## src/common/fp_round_pkg.sv

```systemverilog
// constants for the floating-point rounding and exception flag block
package fp_round_pkg;
  localparam logic [3:0] OFS_SCALAR_CTRL = 4'h0;
  localparam logic [3:0] OFS_SCALAR_STATUS = 4'h4;
  localparam logic [3:0] OFS_SIMD_CSR = 4'h8;
  localparam int BIT_INVALID = 0;
  localparam int BIT_SUBNORMAL = 1;
  localparam int BIT_DIVIDE = 2;
  localparam int BIT_OVERFLOW = 3;
  localparam int BIT_UNDERFLOW = 4;
  localparam int BIT_PRECISION = 5;
  localparam int SC_MASK_LO = 0;
  localparam int SC_RC_LO = 10;
  localparam int SIMD_FLAG_LO = 0;
  localparam int SIMD_MASK_LO = 7;
  localparam int SIMD_RC_LO = 13;
  localparam logic [5:0] MASK_RESET = 6'h3F;
  localparam logic [5:0] FLAG_RESET = 6'h00;
  localparam logic [1:0] RC_NEAREST = 2'h0;
  localparam logic [1:0] RC_DOWN = 2'h1;
  localparam logic [1:0] RC_UP = 2'h2;
  localparam logic [1:0] RC_ZERO = 2'h3;
  localparam logic [1:0] RC_RESET = RC_NEAREST;
  localparam logic [7:0] EXP_MAX = 8'hFF;
  localparam logic [9:0] EXP_OVF = 10'h0FF;
  localparam logic [31:0] QNAN_INDEFINITE = 32'hFFC00000;
  localparam logic [30:0] MAG_INF = 31'h7F800000;
  localparam logic [30:0] MAG_MAX_FINITE = 31'h7F7FFFFF;
endpackage : fp_round_pkg

```

## src/verilog/fp_round_flags.sv

```systemverilog
// rounding stage and sticky exception flags for scalar and simd fp units
//
// Design decisions made here: the plain strobed port and the register addresses.
`timescale 1ns/1ps
module fp_round_flags (
  input wire logic clk,
  input wire logic reset_n,
  input wire logic [3:0] reg_addr,
  input wire logic [31:0] reg_wdata,
  input wire logic reg_wr,
  input wire logic reg_rd,
  output logic [31:0] reg_rdata_r,
  input wire logic op_valid,
  input wire logic op_simd,
  input wire logic op_div,
  input wire logic op_trunc_conv,
  input wire logic op_no_round,
  input wire logic [31:0] opa,
  input wire logic [31:0] opb,
  input wire logic res_sign,
  input wire logic [9:0] res_exp,
  input wire logic [25:0] res_sig,
  output logic res_valid_r,
  output logic res_write_r,
  output logic [31:0] res_r,
  output logic handler_req_r,
  output logic [5:0] exc_seen_r
);
  function automatic logic is_zero(input logic [31:0] x);
    is_zero = (x[30:0] == 31'h00000000);
  endfunction : is_zero
  function automatic logic is_inf(input logic [31:0] x);
    is_inf = (x[30:23] == fp_round_pkg::EXP_MAX) && (x[22:0] == 23'h000000);
  endfunction : is_inf
  function automatic logic is_nan(input logic [31:0] x);
    is_nan = (x[30:23] == fp_round_pkg::EXP_MAX) && (x[22:0] != 23'h000000);
  endfunction : is_nan
  function automatic logic is_snan(input logic [31:0] x);
    is_snan = is_nan(x) && !x[22];
  endfunction : is_snan
  function automatic logic is_subnormal(input logic [31:0] x);
    is_subnormal = (x[30:23] == 8'h00) && (x[22:0] != 23'h000000);
  endfunction : is_subnormal
  // increment decision for one sign, lsb, guard and sticky under a mode
  function automatic logic round_up(input logic [1:0] rc, input logic sgn,
                                    input logic lsb, input logic g, input logic s);
    case (rc)
      fp_round_pkg::RC_NEAREST: round_up = g && (s || lsb);
      fp_round_pkg::RC_DOWN: round_up = sgn && (g || s);
      fp_round_pkg::RC_UP: round_up = !sgn && (g || s);
      default: round_up = 1'b0;
    endcase
  endfunction : round_up

  logic [5:0] sc_mask_r;
  logic [1:0] sc_rc_r;
  logic [5:0] sc_flag_r;
  logic [5:0] simd_mask_r;
  logic [1:0] simd_rc_r;
  logic [5:0] simd_flag_r;

  // register decode
  wire wr_sc_ctrl = reg_wr && (reg_addr == fp_round_pkg::OFS_SCALAR_CTRL);
  wire wr_sc_status = reg_wr && (reg_addr == fp_round_pkg::OFS_SCALAR_STATUS);
  wire wr_simd = reg_wr && (reg_addr == fp_round_pkg::OFS_SIMD_CSR);
  wire [31:0] sc_ctrl_word = (32'(sc_rc_r) << fp_round_pkg::SC_RC_LO)
                           | (32'(sc_mask_r) << fp_round_pkg::SC_MASK_LO);
  wire [31:0] simd_word = (32'(simd_rc_r) << fp_round_pkg::SIMD_RC_LO)
                        | (32'(simd_mask_r) << fp_round_pkg::SIMD_MASK_LO)
                        | (32'(simd_flag_r) << fp_round_pkg::SIMD_FLAG_LO);
  // unmapped reads answer zero
  wire [31:0] rd_sel = (reg_addr == fp_round_pkg::OFS_SCALAR_CTRL) ? sc_ctrl_word :
                       (reg_addr == fp_round_pkg::OFS_SCALAR_STATUS) ? 32'(sc_flag_r) :
                       (reg_addr == fp_round_pkg::OFS_SIMD_CSR) ? simd_word : 32'h00000000;
  wire [31:0] reg_rdata_nxt = reg_rd ? rd_sel : 32'h00000000;

  // per-unit selection of masks and rounding field
  wire [5:0] mask_sel = op_simd ? simd_mask_r : sc_mask_r;
  wire [1:0] rc_unit = op_simd ? simd_rc_r : sc_rc_r;
  // truncating conversions ignore the field
  wire [1:0] rc_sel = op_trunc_conv ? fp_round_pkg::RC_ZERO : rc_unit;

  // pre-computation detection from operands only
  wire pre_inv = is_snan(opa) || is_snan(opb)
               || (op_div && ((is_zero(opa) && is_zero(opb))
               || (is_inf(opa) && is_inf(opb))));
  wire pre_dz = op_div && is_zero(opb) && !is_zero(opa)
              && !is_inf(opa) && !is_nan(opa);
  wire pre_sub = is_subnormal(opa) || is_subnormal(opb);
  wire [2:0] pre_exc = {pre_dz, pre_sub, pre_inv};
  wire pre_trap = |(pre_exc & ~mask_sel[2:0]);

  // rounding between the two bracketing values
  wire r_lsb = res_sig[2];
  wire r_g = res_sig[1];
  wire r_s = res_sig[0];
  wire inc = !op_no_round && round_up(rc_sel, res_sign, r_lsb, r_g, r_s);
  wire [24:0] sum = {1'b0, res_sig[25:2]} + {24'h000000, inc};
  wire carry = sum[24];
  wire [23:0] mant = carry ? sum[24:1] : sum[23:0];
  wire promo = (res_exp == 10'h000) && sum[23];
  wire [9:0] exp_fin = res_exp + {9'h000, carry || promo};
  // post-computation detection from the rounded result
  wire inexact = !op_no_round && (r_g || r_s);
  wire ovf = !op_no_round && !exp_fin[9] && (exp_fin >= fp_round_pkg::EXP_OVF);
  wire unf = inexact && (exp_fin[9] || (exp_fin == 10'h000));
  // an unmasked pre-computation fault stops the instruction here
  wire [2:0] post_exc = {inexact, unf, ovf} & {3{!pre_trap}};
  wire [5:0] exc_all = {post_exc, pre_exc};
  wire trap = |(exc_all & ~mask_sel);

  // masked overflow picks infinity or largest finite
  wire ovf_to_inf = (rc_sel == fp_round_pkg::RC_NEAREST)
                  || ((rc_sel == fp_round_pkg::RC_DOWN) && res_sign)
                  || ((rc_sel == fp_round_pkg::RC_UP) && !res_sign);
  wire [31:0] ovf_res = {res_sign, ovf_to_inf ? fp_round_pkg::MAG_INF
                                              : fp_round_pkg::MAG_MAX_FINITE};
  wire [7:0] exp_pack = exp_fin[9] ? 8'h00 : exp_fin[7:0];
  wire [31:0] round_res = {res_sign, exp_pack, mant[22:0]};
  wire [31:0] res_nxt = pre_inv ? fp_round_pkg::QNAN_INDEFINITE :
                        pre_dz ? {opa[31] ^ opb[31], fp_round_pkg::MAG_INF} :
                        ovf ? ovf_res : round_res;

  // flags: a hardware set wins over a software clear in the same cycle
  wire [5:0] sc_set = (op_valid && !op_simd) ? exc_all : 6'h00;
  wire [5:0] simd_set = (op_valid && op_simd) ? exc_all : 6'h00;
  wire [5:0] sc_flag_nxt = (wr_sc_status ? reg_wdata[5:0] : sc_flag_r) | sc_set;
  wire [5:0] simd_flag_nxt = (wr_simd ? reg_wdata[fp_round_pkg::SIMD_FLAG_LO +: 6]
                                      : simd_flag_r) | simd_set;

  always_ff @(posedge clk or negedge reset_n) begin
    if (!reset_n) begin
      sc_mask_r <= fp_round_pkg::MASK_RESET;
      sc_rc_r <= fp_round_pkg::RC_RESET;
      simd_mask_r <= fp_round_pkg::MASK_RESET;
      simd_rc_r <= fp_round_pkg::RC_RESET;
    end else begin
      if (wr_sc_ctrl) begin
        sc_mask_r <= reg_wdata[fp_round_pkg::SC_MASK_LO +: 6];
        sc_rc_r <= reg_wdata[fp_round_pkg::SC_RC_LO +: 2];
      end
      if (wr_simd) begin
        simd_mask_r <= reg_wdata[fp_round_pkg::SIMD_MASK_LO +: 6];
        simd_rc_r <= reg_wdata[fp_round_pkg::SIMD_RC_LO +: 2];
      end
    end
  end

  always_ff @(posedge clk or negedge reset_n) begin
    if (!reset_n) begin
      sc_flag_r <= fp_round_pkg::FLAG_RESET;
      simd_flag_r <= fp_round_pkg::FLAG_RESET;
      reg_rdata_r <= 32'h00000000;
    end else begin
      sc_flag_r <= sc_flag_nxt;
      simd_flag_r <= simd_flag_nxt;
      reg_rdata_r <= reg_rdata_nxt;
    end
  end

  // result stage, one cycle after the request
  always_ff @(posedge clk or negedge reset_n) begin
    if (!reset_n) begin
      res_valid_r <= 1'b0;
      res_write_r <= 1'b0;
      res_r <= 32'h00000000;
      handler_req_r <= 1'b0;
      exc_seen_r <= 6'h00;
    end else begin
      res_valid_r <= op_valid;
      res_write_r <= op_valid && !trap;
      handler_req_r <= op_valid && trap;
      exc_seen_r <= op_valid ? exc_all : 6'h00;
      // on a trap the destination keeps its old value
      if (op_valid && !trap) begin
        res_r <= res_nxt;
      end
    end
  end
endmodule : fp_round_flags

```

## config.mk

```make
export PLATFORM = sky130hd
export DESIGN_NAME = fp_round_flags
export DESIGN_NICKNAME = d
export VERILOG_FILES = /design/src/common/fp_round_pkg.sv /design/src/verilog/fp_round_flags.sv
export SDC_FILE = /design/constraint.sdc
export NUM_CORES = 1
export LEC_CHECK = 0
export BUFFER_PORTS_ARGS = -buffer_cell sky130_fd_sc_hd__buf_2
export CORE_UTILIZATION = 30
export DETAILED_ROUTE_END_ITERATION = 10
export GPL_TIMING_DRIVEN = 0
export PLACE_DENSITY_LB_ADDON = 0.15
export SKIP_CTS_REPAIR_TIMING = 1
export SYNTH_ARGS = -nofsm -noshare
export SYNTH_HDL_FRONTEND = slang
export SYNTH_SLANG_ARGS = --single-unit
```

## constraint.sdc

```tcl
create_clock -name clk -period 9.4 [get_ports clk]
set_input_delay 0.94 -clock clk [delete_from_list [all_inputs] [get_ports clk]]
set_output_delay 0.94 -clock clk [all_outputs]
set_load 0.05 [all_outputs]
```

# After elaboration in Yosys (flattened, before gate mapping)
# Index checks and enable logic that the tools add are counted.
[word_totals]
inputBits = 146
reg_bits = 84
[op_classes]
n_reduce_logical = 68
magnitude_cmp = 1
n_eq_ne = 6
add_sub_neg = 2
muxes = 19
bitwise_logic = 11
[op_table]
columns = ["operator", "count"]
rows = [
  ["32-bit 2-to-1 mux", 2],
  ["31-bit logical NOT", 2],
  ["15-bit 2-to-1 mux", 4],
  ["23-bit logical NOT", 2],
  ["23-bit nonzero test", 2],
  ["6-bit 2-to-1 mux", 6],
  ["1-bit logical AND", 33],
  ["31-bit 2-to-1 mux", 1],
  ["24-bit by 1-bit adder with 25-bit output", 1],
  ["24-bit 2-to-1 mux", 1],
  ["23-bit 2-to-1 mux", 1],
  ["10-bit logical NOT", 2],
  ["8-bit equality test (second input constant)", 2],
  ["8-bit logical NOT", 2],
  ["15-bit by 13-bit bitwise OR with 15-bit output", 1],
  ["15-bit by 6-bit bitwise OR with 15-bit output", 1],
  ["12-bit by 6-bit bitwise OR with 12-bit output", 1],
  ["6-bit bitwise OR", 2],
  ["1-bit logical NOT", 11],
  ["10-bit by 1-bit adder with 10-bit output", 1],
  ["10-bit by 8-bit greater-or-equal comparator with 1-bit output (second input constant)", 1],
  ["1-bit logical OR", 10],
  ["8-bit 2-to-1 mux", 1],
  ["3-bit bitwise AND", 2],
  ["other kinds (14)", 15],
]

# Depth between registers and ports, before layout
# Gate-level depths: netlist (run 1).
[logic_depth]
depth_word = 17
mapped_depth = 27

# Worst setup path after synthesis (run 1)
# No wires, ideal clock.
[synth_timing]
path_kind = "input -> register"
startpoint = "in op_simd"
endpoint = "reg res_r[24]"
cell_stages = 26
path_slack_ns = 3.050
arrival_time_ns = 6.225
cell_sequence = "clkbuf_1 > mux2i_1 > nor2b_1 > ha_1 > nor2_1 > o21ai_0 > a2111oi_0 > ha_1 > and4_1 > nand4_1 > or3_1 > nor3_1 > a21oi_1 > o21ai_0 > ha_1 > ha_1 > clkbuf_1 > nor4bb_1 > nor2_1 > a2111oi_0 > a41o_1 > a22o_1 > nand4bb_1 > buf_6 > buf_8 > mux2_4"
[synth_between]
elab_chain_cells = 17
elab_cells_between_ends = 33
cone_classes = "add/sub: 2; order compare: 1; eq/ne: 2; mux: 8; bitwise: 5; reduce/logical: 15"
[synth_rtl]
columns = ["element", "line_no", "text"]
rows = [
  ["start, declared", "fp_round_flags.sv:14", "input wire logic op_simd,"],
  ["branches (longest 17 deep; another with 24-bit by 1-bit adder with 25-bit output)", "-", ""],
  ["end signal, assigned", "fp_round_flags.sv:176", "res_r <= res_nxt;"],
  ["end, declared", "fp_round_flags.sv:25", "output logic [31:0] res_r,"],
]
# Parallel ways; which one is timed is not known.
# A chain may end at the register's enable or synchronous reset.

# Final worst setup path (run 1)
# Same ends and word-level chain as after synthesis.

==> out/metrics.cfg, run 1 <==
[status]
outcome=complete, no violations

[yosys]
synth-seq-cells=83
synth_top_cell_area_share_pct=33.91
synth_cell_type_count=61
ys_warn_count=0
yosysSeqAreaShare_pct=39.93
syn_inst=510
synth.largest_area_cell=dfrtp_1
ys.flop_type=dfrtp_1
syn_area_mm2=0.005239
async_reset_ff_share_pct=100.0
syn_area_per_cell_um2=10.27
synth_common_cells=dfrtp_1 (71), nand2_1 (33), a21oi_1 (27), mux2_4 (27), nor2_1 (27)
synth_area_leaders=dfrtp_1 (34%), mux2_4 (7.7%), dfstp_2 (6.0%), mux2_2 (4.3%), mux2i_1 (4.0%)
synth_edf_count=0
post-synth-top-count-cell=dfrtp_1

[power]
power.total_mw=1.255
swShare_pct=37.02
p_sw_mw=0.4648
p_seq_share_pct=37.7
p_comb_share_pct=33.0
internal_power_mw=0.7906
pwr-share-clk_pct=29.3
powerDensity_mw_per_mm2=184.5
leakagePower_nw=3.313
vdd_drop_max_uv=95.08

[drt]
drc=0
ant_nets=0
drt-wirelength-per-cell_um=16.19
first_pass_iters=6
routed_wl_um=15270
vias=4566
drt-initial-drc-count=150
vias_per_cell=4.842

[timing]
fin_crit_sh_pct=80.70
hold_viol_final=0
finalSetupViolCount=0
max-slew-margin-rel_pct=45.91
grt_setup_unrepaired=false
fmax_mhz=131.8
tightest_slew_ps=809.2
tns_ps=0
clock_skew_ps=7.242
layout_setup_ws_ps=1814
fin_crit_ps=7586
final_max_slew_viol_count=0

[placed_design]
hpwl_um=11920
gp_congestion=0.8191
portBuffers=178
pre_cts_ws_ps=1523

[cts]
h-tree-depth=3
clockBufferDepth=2
numCtsBuffers=9
cts.reportedPaths.clkPinSlew_ps=70
insertion_delay_ps=350
root_buffer=clkbuf_16
cts_sinks=83
cts_tree=yes

[worst_setup_path]
crit_path_frequent_cell=ha_1
r2r-end=res_r[24]
slowest_stage=a2111oi_0
worstRegToRegCells=26
r2r_slack_ps=2740
cp-end-kind=register
worstSetupPathType=input pin to register
startpoint_type=input pin
r2r_start=simd_rc_r[0]
required_ps=9630
cp.arrival_ps=7810
crit_fanout=10
slowest_delay_ps=530

[cells_and_area]
nFillCells=1741
drive_above_1_share_pct=40.44
nNetsFinal=870
area_delta_synth_final_pct=29.85

[global_routing]
grt_pass1_wl_um=23810
grt_start_max_net_pins=48
overflow=0
grt_pass1_vias=4515
antenna_found_initial=1
grt_usage_pct=17.24

[worst_hold_path]
whs_path_depth=1
hold_start=res_r[0]
hold_path_class=register to register
holdPathEnd=res_r[0]

[floorplanning]
num_io_pins=219
die-width_um=134.1
start_util_pct=31.15
die-area_mm2=0.01799
die_h_um=134.1
row_count=47
core_area_mm2=0.01682

[job]
max_cap_violations=0

registers in the layout, summed over array words and instances (netlist names):
signal         cells
res_write_r        1
simd_rc_r          2
exc_seen_r         6
handler_req_r      1
sc_flag_r          6
sc_mask_r          6
simd_flag_r        6
sc_rc_r            2
simd_mask_r        6
reg_rdata_r       14
res_valid_r        1
res_r             32
placed cells by master, fill, tap and decap left out, types with 15 or more instances in the layout:
master | synthesis | layout
buf_4 | 21 | 22
nand3_1 | 20 | 20
a21oi_1 | 27 | 27
o21ai_0 | 20 | 20
dfrtp_1 | 71 | 71
nand2_1 | 33 | 33
mux2i_1 | 21 | 21
xnor2_1 | 15 | 15
nor2_1 | 27 | 27
mux2_2 | 20 | 20
nor4_1 | 17 | 17
mux2_4 | 27 | 27
buf_2 | 2 | 179
nand4_1 | 15 | 15
conb_1 | 1 | 18
power by group through the flow:
stage          clock network, mW  registers, mW  logic (mW)
3_5_place_dp                   0          0.479       0.417
3_3_place_gp                   0          0.476       0.412
2_1_floorplan                  0          0.607       0.162
6_report                   0.367          0.473       0.414
4_1_cts                    0.379          0.474       0.418
5_1_grt                    0.397          0.482       0.440
cell type report:
class | instances | area (µm²) | area share, %
Clock inverter | 6 | 72.57 | 1.067
Timing Repair Buffer | 179 | 920.9 | 13.54
Clock buffer | 10 | 229.0 | 3.366
Inverter | 13 | 48.80 | 0.7173
Sequential cell | 83 | 2092 | 30.75
Multi-Input combinational cell | 395 | 2894 | 42.54
Antenna cell | 1 | 2.502 | 0.03679
Tap cell | 220 | 275.3 | 4.046
Buffer | 36 | 267.8 | 3.936
metrics by stage:
stage | utilization (%) | std cells | hold slack (ps) | area [µm²]
after floorplan | - | 527 | 462.7 | 5303
after global placement | 38.46 | 925 | 473.1 | 6469
after detailed placement | 38.64 | 926 | 482.1 | 6499
after CTS | 40.43 | 942 | 505.2 | 6800
after global routing | 40.43 | 942 | 526.2 | 6800
final | 40.45 | 943 | 496.7 | 6803
worst max-delay path by stage:
stage	start	depth (start not counted)	to	slack, ps
2_1_floorplan	op_simd	26	res_r[24]	3050
3_3_place_gp	op_simd	27	res_r[26]	1690
3_5_place_dp	op_simd	28	res_r[27]	1520
4_1_cts	op_simd	28	res_r[24]	1820
5_1_grt	op_simd	28	res_r[24]	1130
6_report	op_simd	28	res_r[24]	1810
metal layers:
| layer | up-vias | share of wire (%) | global-route usage, % |
|---|---|---|---|
| li1 | 2246 | - | - |
| met1 | 2159 | 44 | 21.48 |
| met2 | 146 | 48 | 29.33 |
| met3 | 15 | 6.6 | 4.422 |
| met4 | 0 | 1.2 | 4.931 |
| met5 | - | 0 | 0 |
kinds of logic after synthesis:
family | count (synthesis) | share of synthesized area (%)
simple gates | 192 | 20.68
flops | 83 | 39.93
compound gates | 78 | 9.912
mux | 71 | 16.69
buf+inv | 49 | 6.043
xor+xnor | 29 | 4.992
fa+ha+maj | 7 | 1.672
other cells | 1 | 0.07158
worst max-delay path, delay by kind of cell:
kind / cells / cell delay (ps)
adder cells (fa/ha/maj): 4 / 910
multiplexers: 2 / 600
AO/OA/AOI/OAI: 7 / 1890
XOR/XNOR: 1 / 80
AND/OR/NAND/NOR: 9 / 2120
buffers and inverters: 5 / 1270
Power figures use the tool's default switching activity.
==> run 2, diff against run 1 <==
--- a/config.mk
+++ b/config.mk
@@ -5,6 +5,7 @@
 export SDC_FILE = /design/constraint.sdc
 export NUM_CORES = 1
 export LEC_CHECK = 0
+export ABC_AREA = 1
 export BUFFER_PORTS_ARGS = -buffer_cell sky130_fd_sc_hd__buf_2
 export CORE_UTILIZATION = 30
 export DETAILED_ROUTE_END_ITERATION = 10
==> constraint.sdc (replaced) <==
create_clock -name clk -period 7.6 [get_ports clk]
set_input_delay 0.76 -clock clk [delete_from_list [all_inputs] [get_ports clk]]
set_output_delay 0.76 -clock clk [all_outputs]
set_load 0.05 [all_outputs]
==> run 2 against run 1 <==
Against the previous run:
- clock power up 24%
- count of clock-buffer cells in the layout down 1
- critical path depth up 5
- final area up 7.2%
- die area up 8.6%
- non-clock buffer count up 6
- area after synthesis up 8.7%
- combinational power up 12%
- sequential power up 18%
- register-to-register slack worse by 1000 ps
- setup slack worse by 290 ps
- critical path type unchanged
- largest power group unchanged
==> out/metrics.cfg, run 2 <==
[status]
outcome=complete, no violations

[cells_and_area]
multi_input_comb_area_mm2=0.003060  ; +5.8%
nNetsFinal=1154  ; +33%
drive_above_1_share_pct=29.62  ; -11 points
reg.largest.list=res_r: 32 flops, reg_rdata_r: 14 flops
nFillCells=2039  ; +17%
final_util_pct=39.13  ; -1.3 points
regArea_mm2=0.002092  ; unchanged
mostFrequentLayoutCell=nand2_1
largest_reg_flops=32  ; unchanged
regMostFlops=res_r
layout_common_cells=nand2_1 (219), buf_2 (187), nor2_1 (131)
area_delta_synth_final_pct=28.13
stdcell_count=1241  ; +32%

[floorplanning]
row_count=50  ; +6.4%
die-area_mm2=0.01954  ; +8.6%
num_io_pins=219  ; unchanged
die_h_um=139.8  ; +4.2%
core_area_mm2=0.01864  ; +11%
die-width_um=139.8  ; +4.2%
start_util_pct=30.54  ; -0.61 points

[worst_setup_path]
r2r_start=simd_rc_r[1]
worstRegToRegCells=32  ; +23%
cp.arrival_ps=6320  ; -1490 ps
r2r_slack_ps=1700  ; -1040 ps
slowest_delay_ps=470  ; -60 ps
slowest_stage=nor3_1
crit_fanout=10  ; unchanged
cp-end-kind=register
startpoint_type=input pin
crit_path_frequent_cell=nand2_1
worstSetupPathType=input pin to register
r2r-end=res_r[1]
required_ps=7840  ; -1790 ps

[yosys]
synth_cell_type_count=46  ; -25%
synth_xor_xnor_area_share_pct=3.098  ; -1.9 points
synth_top_cell_area_share_pct=31.20  ; -2.7 points
syn_area_per_cell_um2=7.199  ; -30%
syn_inst=791  ; +55%
ys_warn_count=0  ; unchanged
syn_area_mm2=0.005694  ; +8.7%
muxShareOfSynthArea_pct=0.1758  ; -17 points
synth-seq-cells=83  ; unchanged
async_reset_ff_share_pct=100.0  ; unchanged
synth_compound_area_share_pct=8.877  ; -1.0 points
ys.flop_type=dfrtp_1
yosys.area_share.adder_pct=1.538  ; -0.13 points
post-synth-top-count-cell=nand2_1
synth_area_leaders=dfrtp_1 (31%), nand2_1 (14%), nor2_1 (8.6%), dfstp_2 (5.5%), inv_1 (5.5%)
synth.largest_area_cell=dfrtp_1
post_synth_and_or_nand_nor_area_fraction_pct=38.87  ; +18 points
yosysSeqAreaShare_pct=36.74  ; -3.2 points
synth_common_cells=nand2_1 (219), nor2_1 (131), inv_1 (84)
synth_edf_count=0  ; unchanged
synth_top_family_by_area=simple AND/OR/NAND/NOR gates

[timing]
final_max_slew_viol_count=0  ; unchanged
max-slew-margin-rel_pct=35.91  ; -10 points
fin_crit_ps=6081
tns_ps=0  ; unchanged
clock_skew_ps=10.31  ; +3.063 ps
hold_slack_ps=291.6  ; -205.1 ps
fin_crit_sh_pct=80.01
fmax_mhz=164.5
finalSetupViolCount=0  ; unchanged
hold_viol_final=0  ; unchanged
grt_setup_unrepaired=false
tightest_slew_ps=954.0  ; +144.7 ps

[placed_design]
place_inst=1224  ; +32%
hpwl_um=13570  ; +14%
gp_congestion=0.8670  ; +5.8%
portBuffers=181  ; +1.7%

[drt]
vias=5596  ; +23%
first_pass_iters=4  ; -2
drc=0  ; unchanged
ant_nets=0  ; unchanged
routed_wl_um=16910  ; +11%
drt-initial-drc-count=324  ; +120%
drt-wirelength-per-cell_um=13.63  ; -16%
vias_per_cell=4.509  ; -6.9%

[cts]
insertion_delay_ps=350  ; about the same
cts_tree=yes
cts.reportedPaths.clkPinSlew_ps=70  ; about the same
clockBufferDepth=2  ; unchanged
h-tree-depth=3  ; unchanged
root_buffer=clkbuf_16
numCtsBuffers=9  ; unchanged
cts_sinks=83  ; unchanged

[power]
p_seq_share_pct=37.8  ; about the same
swShare_pct=38.18  ; +1.2 points
p_comb_share_pct=31.3  ; -1.7 points
internal_power_mw=0.9143  ; +16%
leakagePower_nw=3.899  ; +18%
pwr-share-clk_pct=30.9  ; +1.6 points
vdd_drop_max_uv=130.6  ; +37%
powerDensity_mw_per_mm2=202.7  ; +9.8%
p_sw_mw=0.5646  ; +21%

[global_routing]
overflow=0  ; unchanged
grt_pass1_wl_um=27500  ; +16%
grt_pass1_vias=5384  ; +19%
grt_usage_pct=17.91  ; +0.67 points
grt_start_max_net_pins=65  ; +35%
antenna_found_initial=1  ; unchanged

[worst_hold_path]
hold_path_class=input pin to async pin

[job]
max_cap_violations=0  ; unchanged

run 2: cell count changes after synthesis, sizes merged, moves of 12 or more:
cell / previous run / this run
nor2b: 12 / 0
nand2: 33 / 223
nand2b: 12 / 0
inv: 13 / 88
o221ai: 0 / 12
nor2: 27 / 137
mux2: 50 / 0
nor4: 17 / 3
nand3: 21 / 66
mux2i: 21 / 1
run 2: per-layer routing:
metal  up-vias  routed length, µm  part of all wire [%]  GRT usage, %
li1       2924                  -                     -             -
met1      2529               7855                    46         23.72
met2       127               8026                    47         29.87
met3        16                776                   4.6         3.200
met4         0                250                   1.5         4.858
met5         -                  0                     0             0
run 2: kinds of logic (layout without fill, tap and decap cells):
| family | Yosys count | count (layout) |
|---|---|---|
| simple gates | 473 | 473 |
| buf+inv | 127 | 325 |
| flops | 83 | 83 |
| compound gates | 81 | 81 |
| xor+xnor | 18 | 18 |
| fa+ha+maj | 7 | 7 |
| other cells | 1 | 19 |
| mux | 1 | 1 |
run 2: worst max path at each step:
| stage | start | to | slack [ps] |
|---|---|---|---|
| CTS | op_simd | res_r[3] | 1420 |
| floorplan | op_simd | res_r[25] | 2270 |
| detailed placement | op_simd | res_r[3] | 1060 |
| global route | op_simd | res_r[1] | 800 |
| global placement | op_simd | res_r[1] | 1140 |
| finish | op_simd | res_r[1] | 1520 |
run 2: per-stage QoR:
stage	instance area (µm²)	worst slack, ps	total power [mW]
6_report	7296	1519	1.479
5_1_grt	7296	795.6	1.563
4_1_cts	7293	1423	1.499
3_5_place_dp	6987	1057	1.034
3_3_place_gp	6957	1141	1.030
2_1_floorplan	5758	2271	0.8853
run 2: final cells by class:
| class | count | share of cell area [%] |
|---|---|---|
| Antenna cell | 1 | 0.03430 |
| Multi-Input combinational cell | 598 | 41.95 |
| Clock buffer | 9 | 3.087 |
| Buffer | 39 | 3.773 |
| Sequential cell | 83 | 28.67 |
| Inverter | 88 | 4.528 |
| Timing Repair Buffer | 182 | 12.83 |
| Clock inverter | 7 | 1.115 |
| Tap cell | 234 | 4.013 |
run 2: power groups by stage:
stage	clock, mW	sequential (mW)	combinational [mW]
2_1_floorplan	0	0.695	0.190
3_3_place_gp	0	0.569	0.461
6_report	0.456	0.560	0.463
5_1_grt	0.489	0.567	0.506
3_5_place_dp	0	0.567	0.467
4_1_cts	0.471	0.560	0.467
run 2: critical path: cells and delay by family:
| kind | cells | cell delay (ps) |
|---|---|---|
| buffers and inverters | 6 | 740 |
| AO/OA/AOI/OAI | 2 | 710 |
| XOR/XNOR | 1 | 160 |
| adder cells (fa/ha/maj) | 4 | 1220 |
| AND/OR/NAND/NOR | 20 | 2720 |
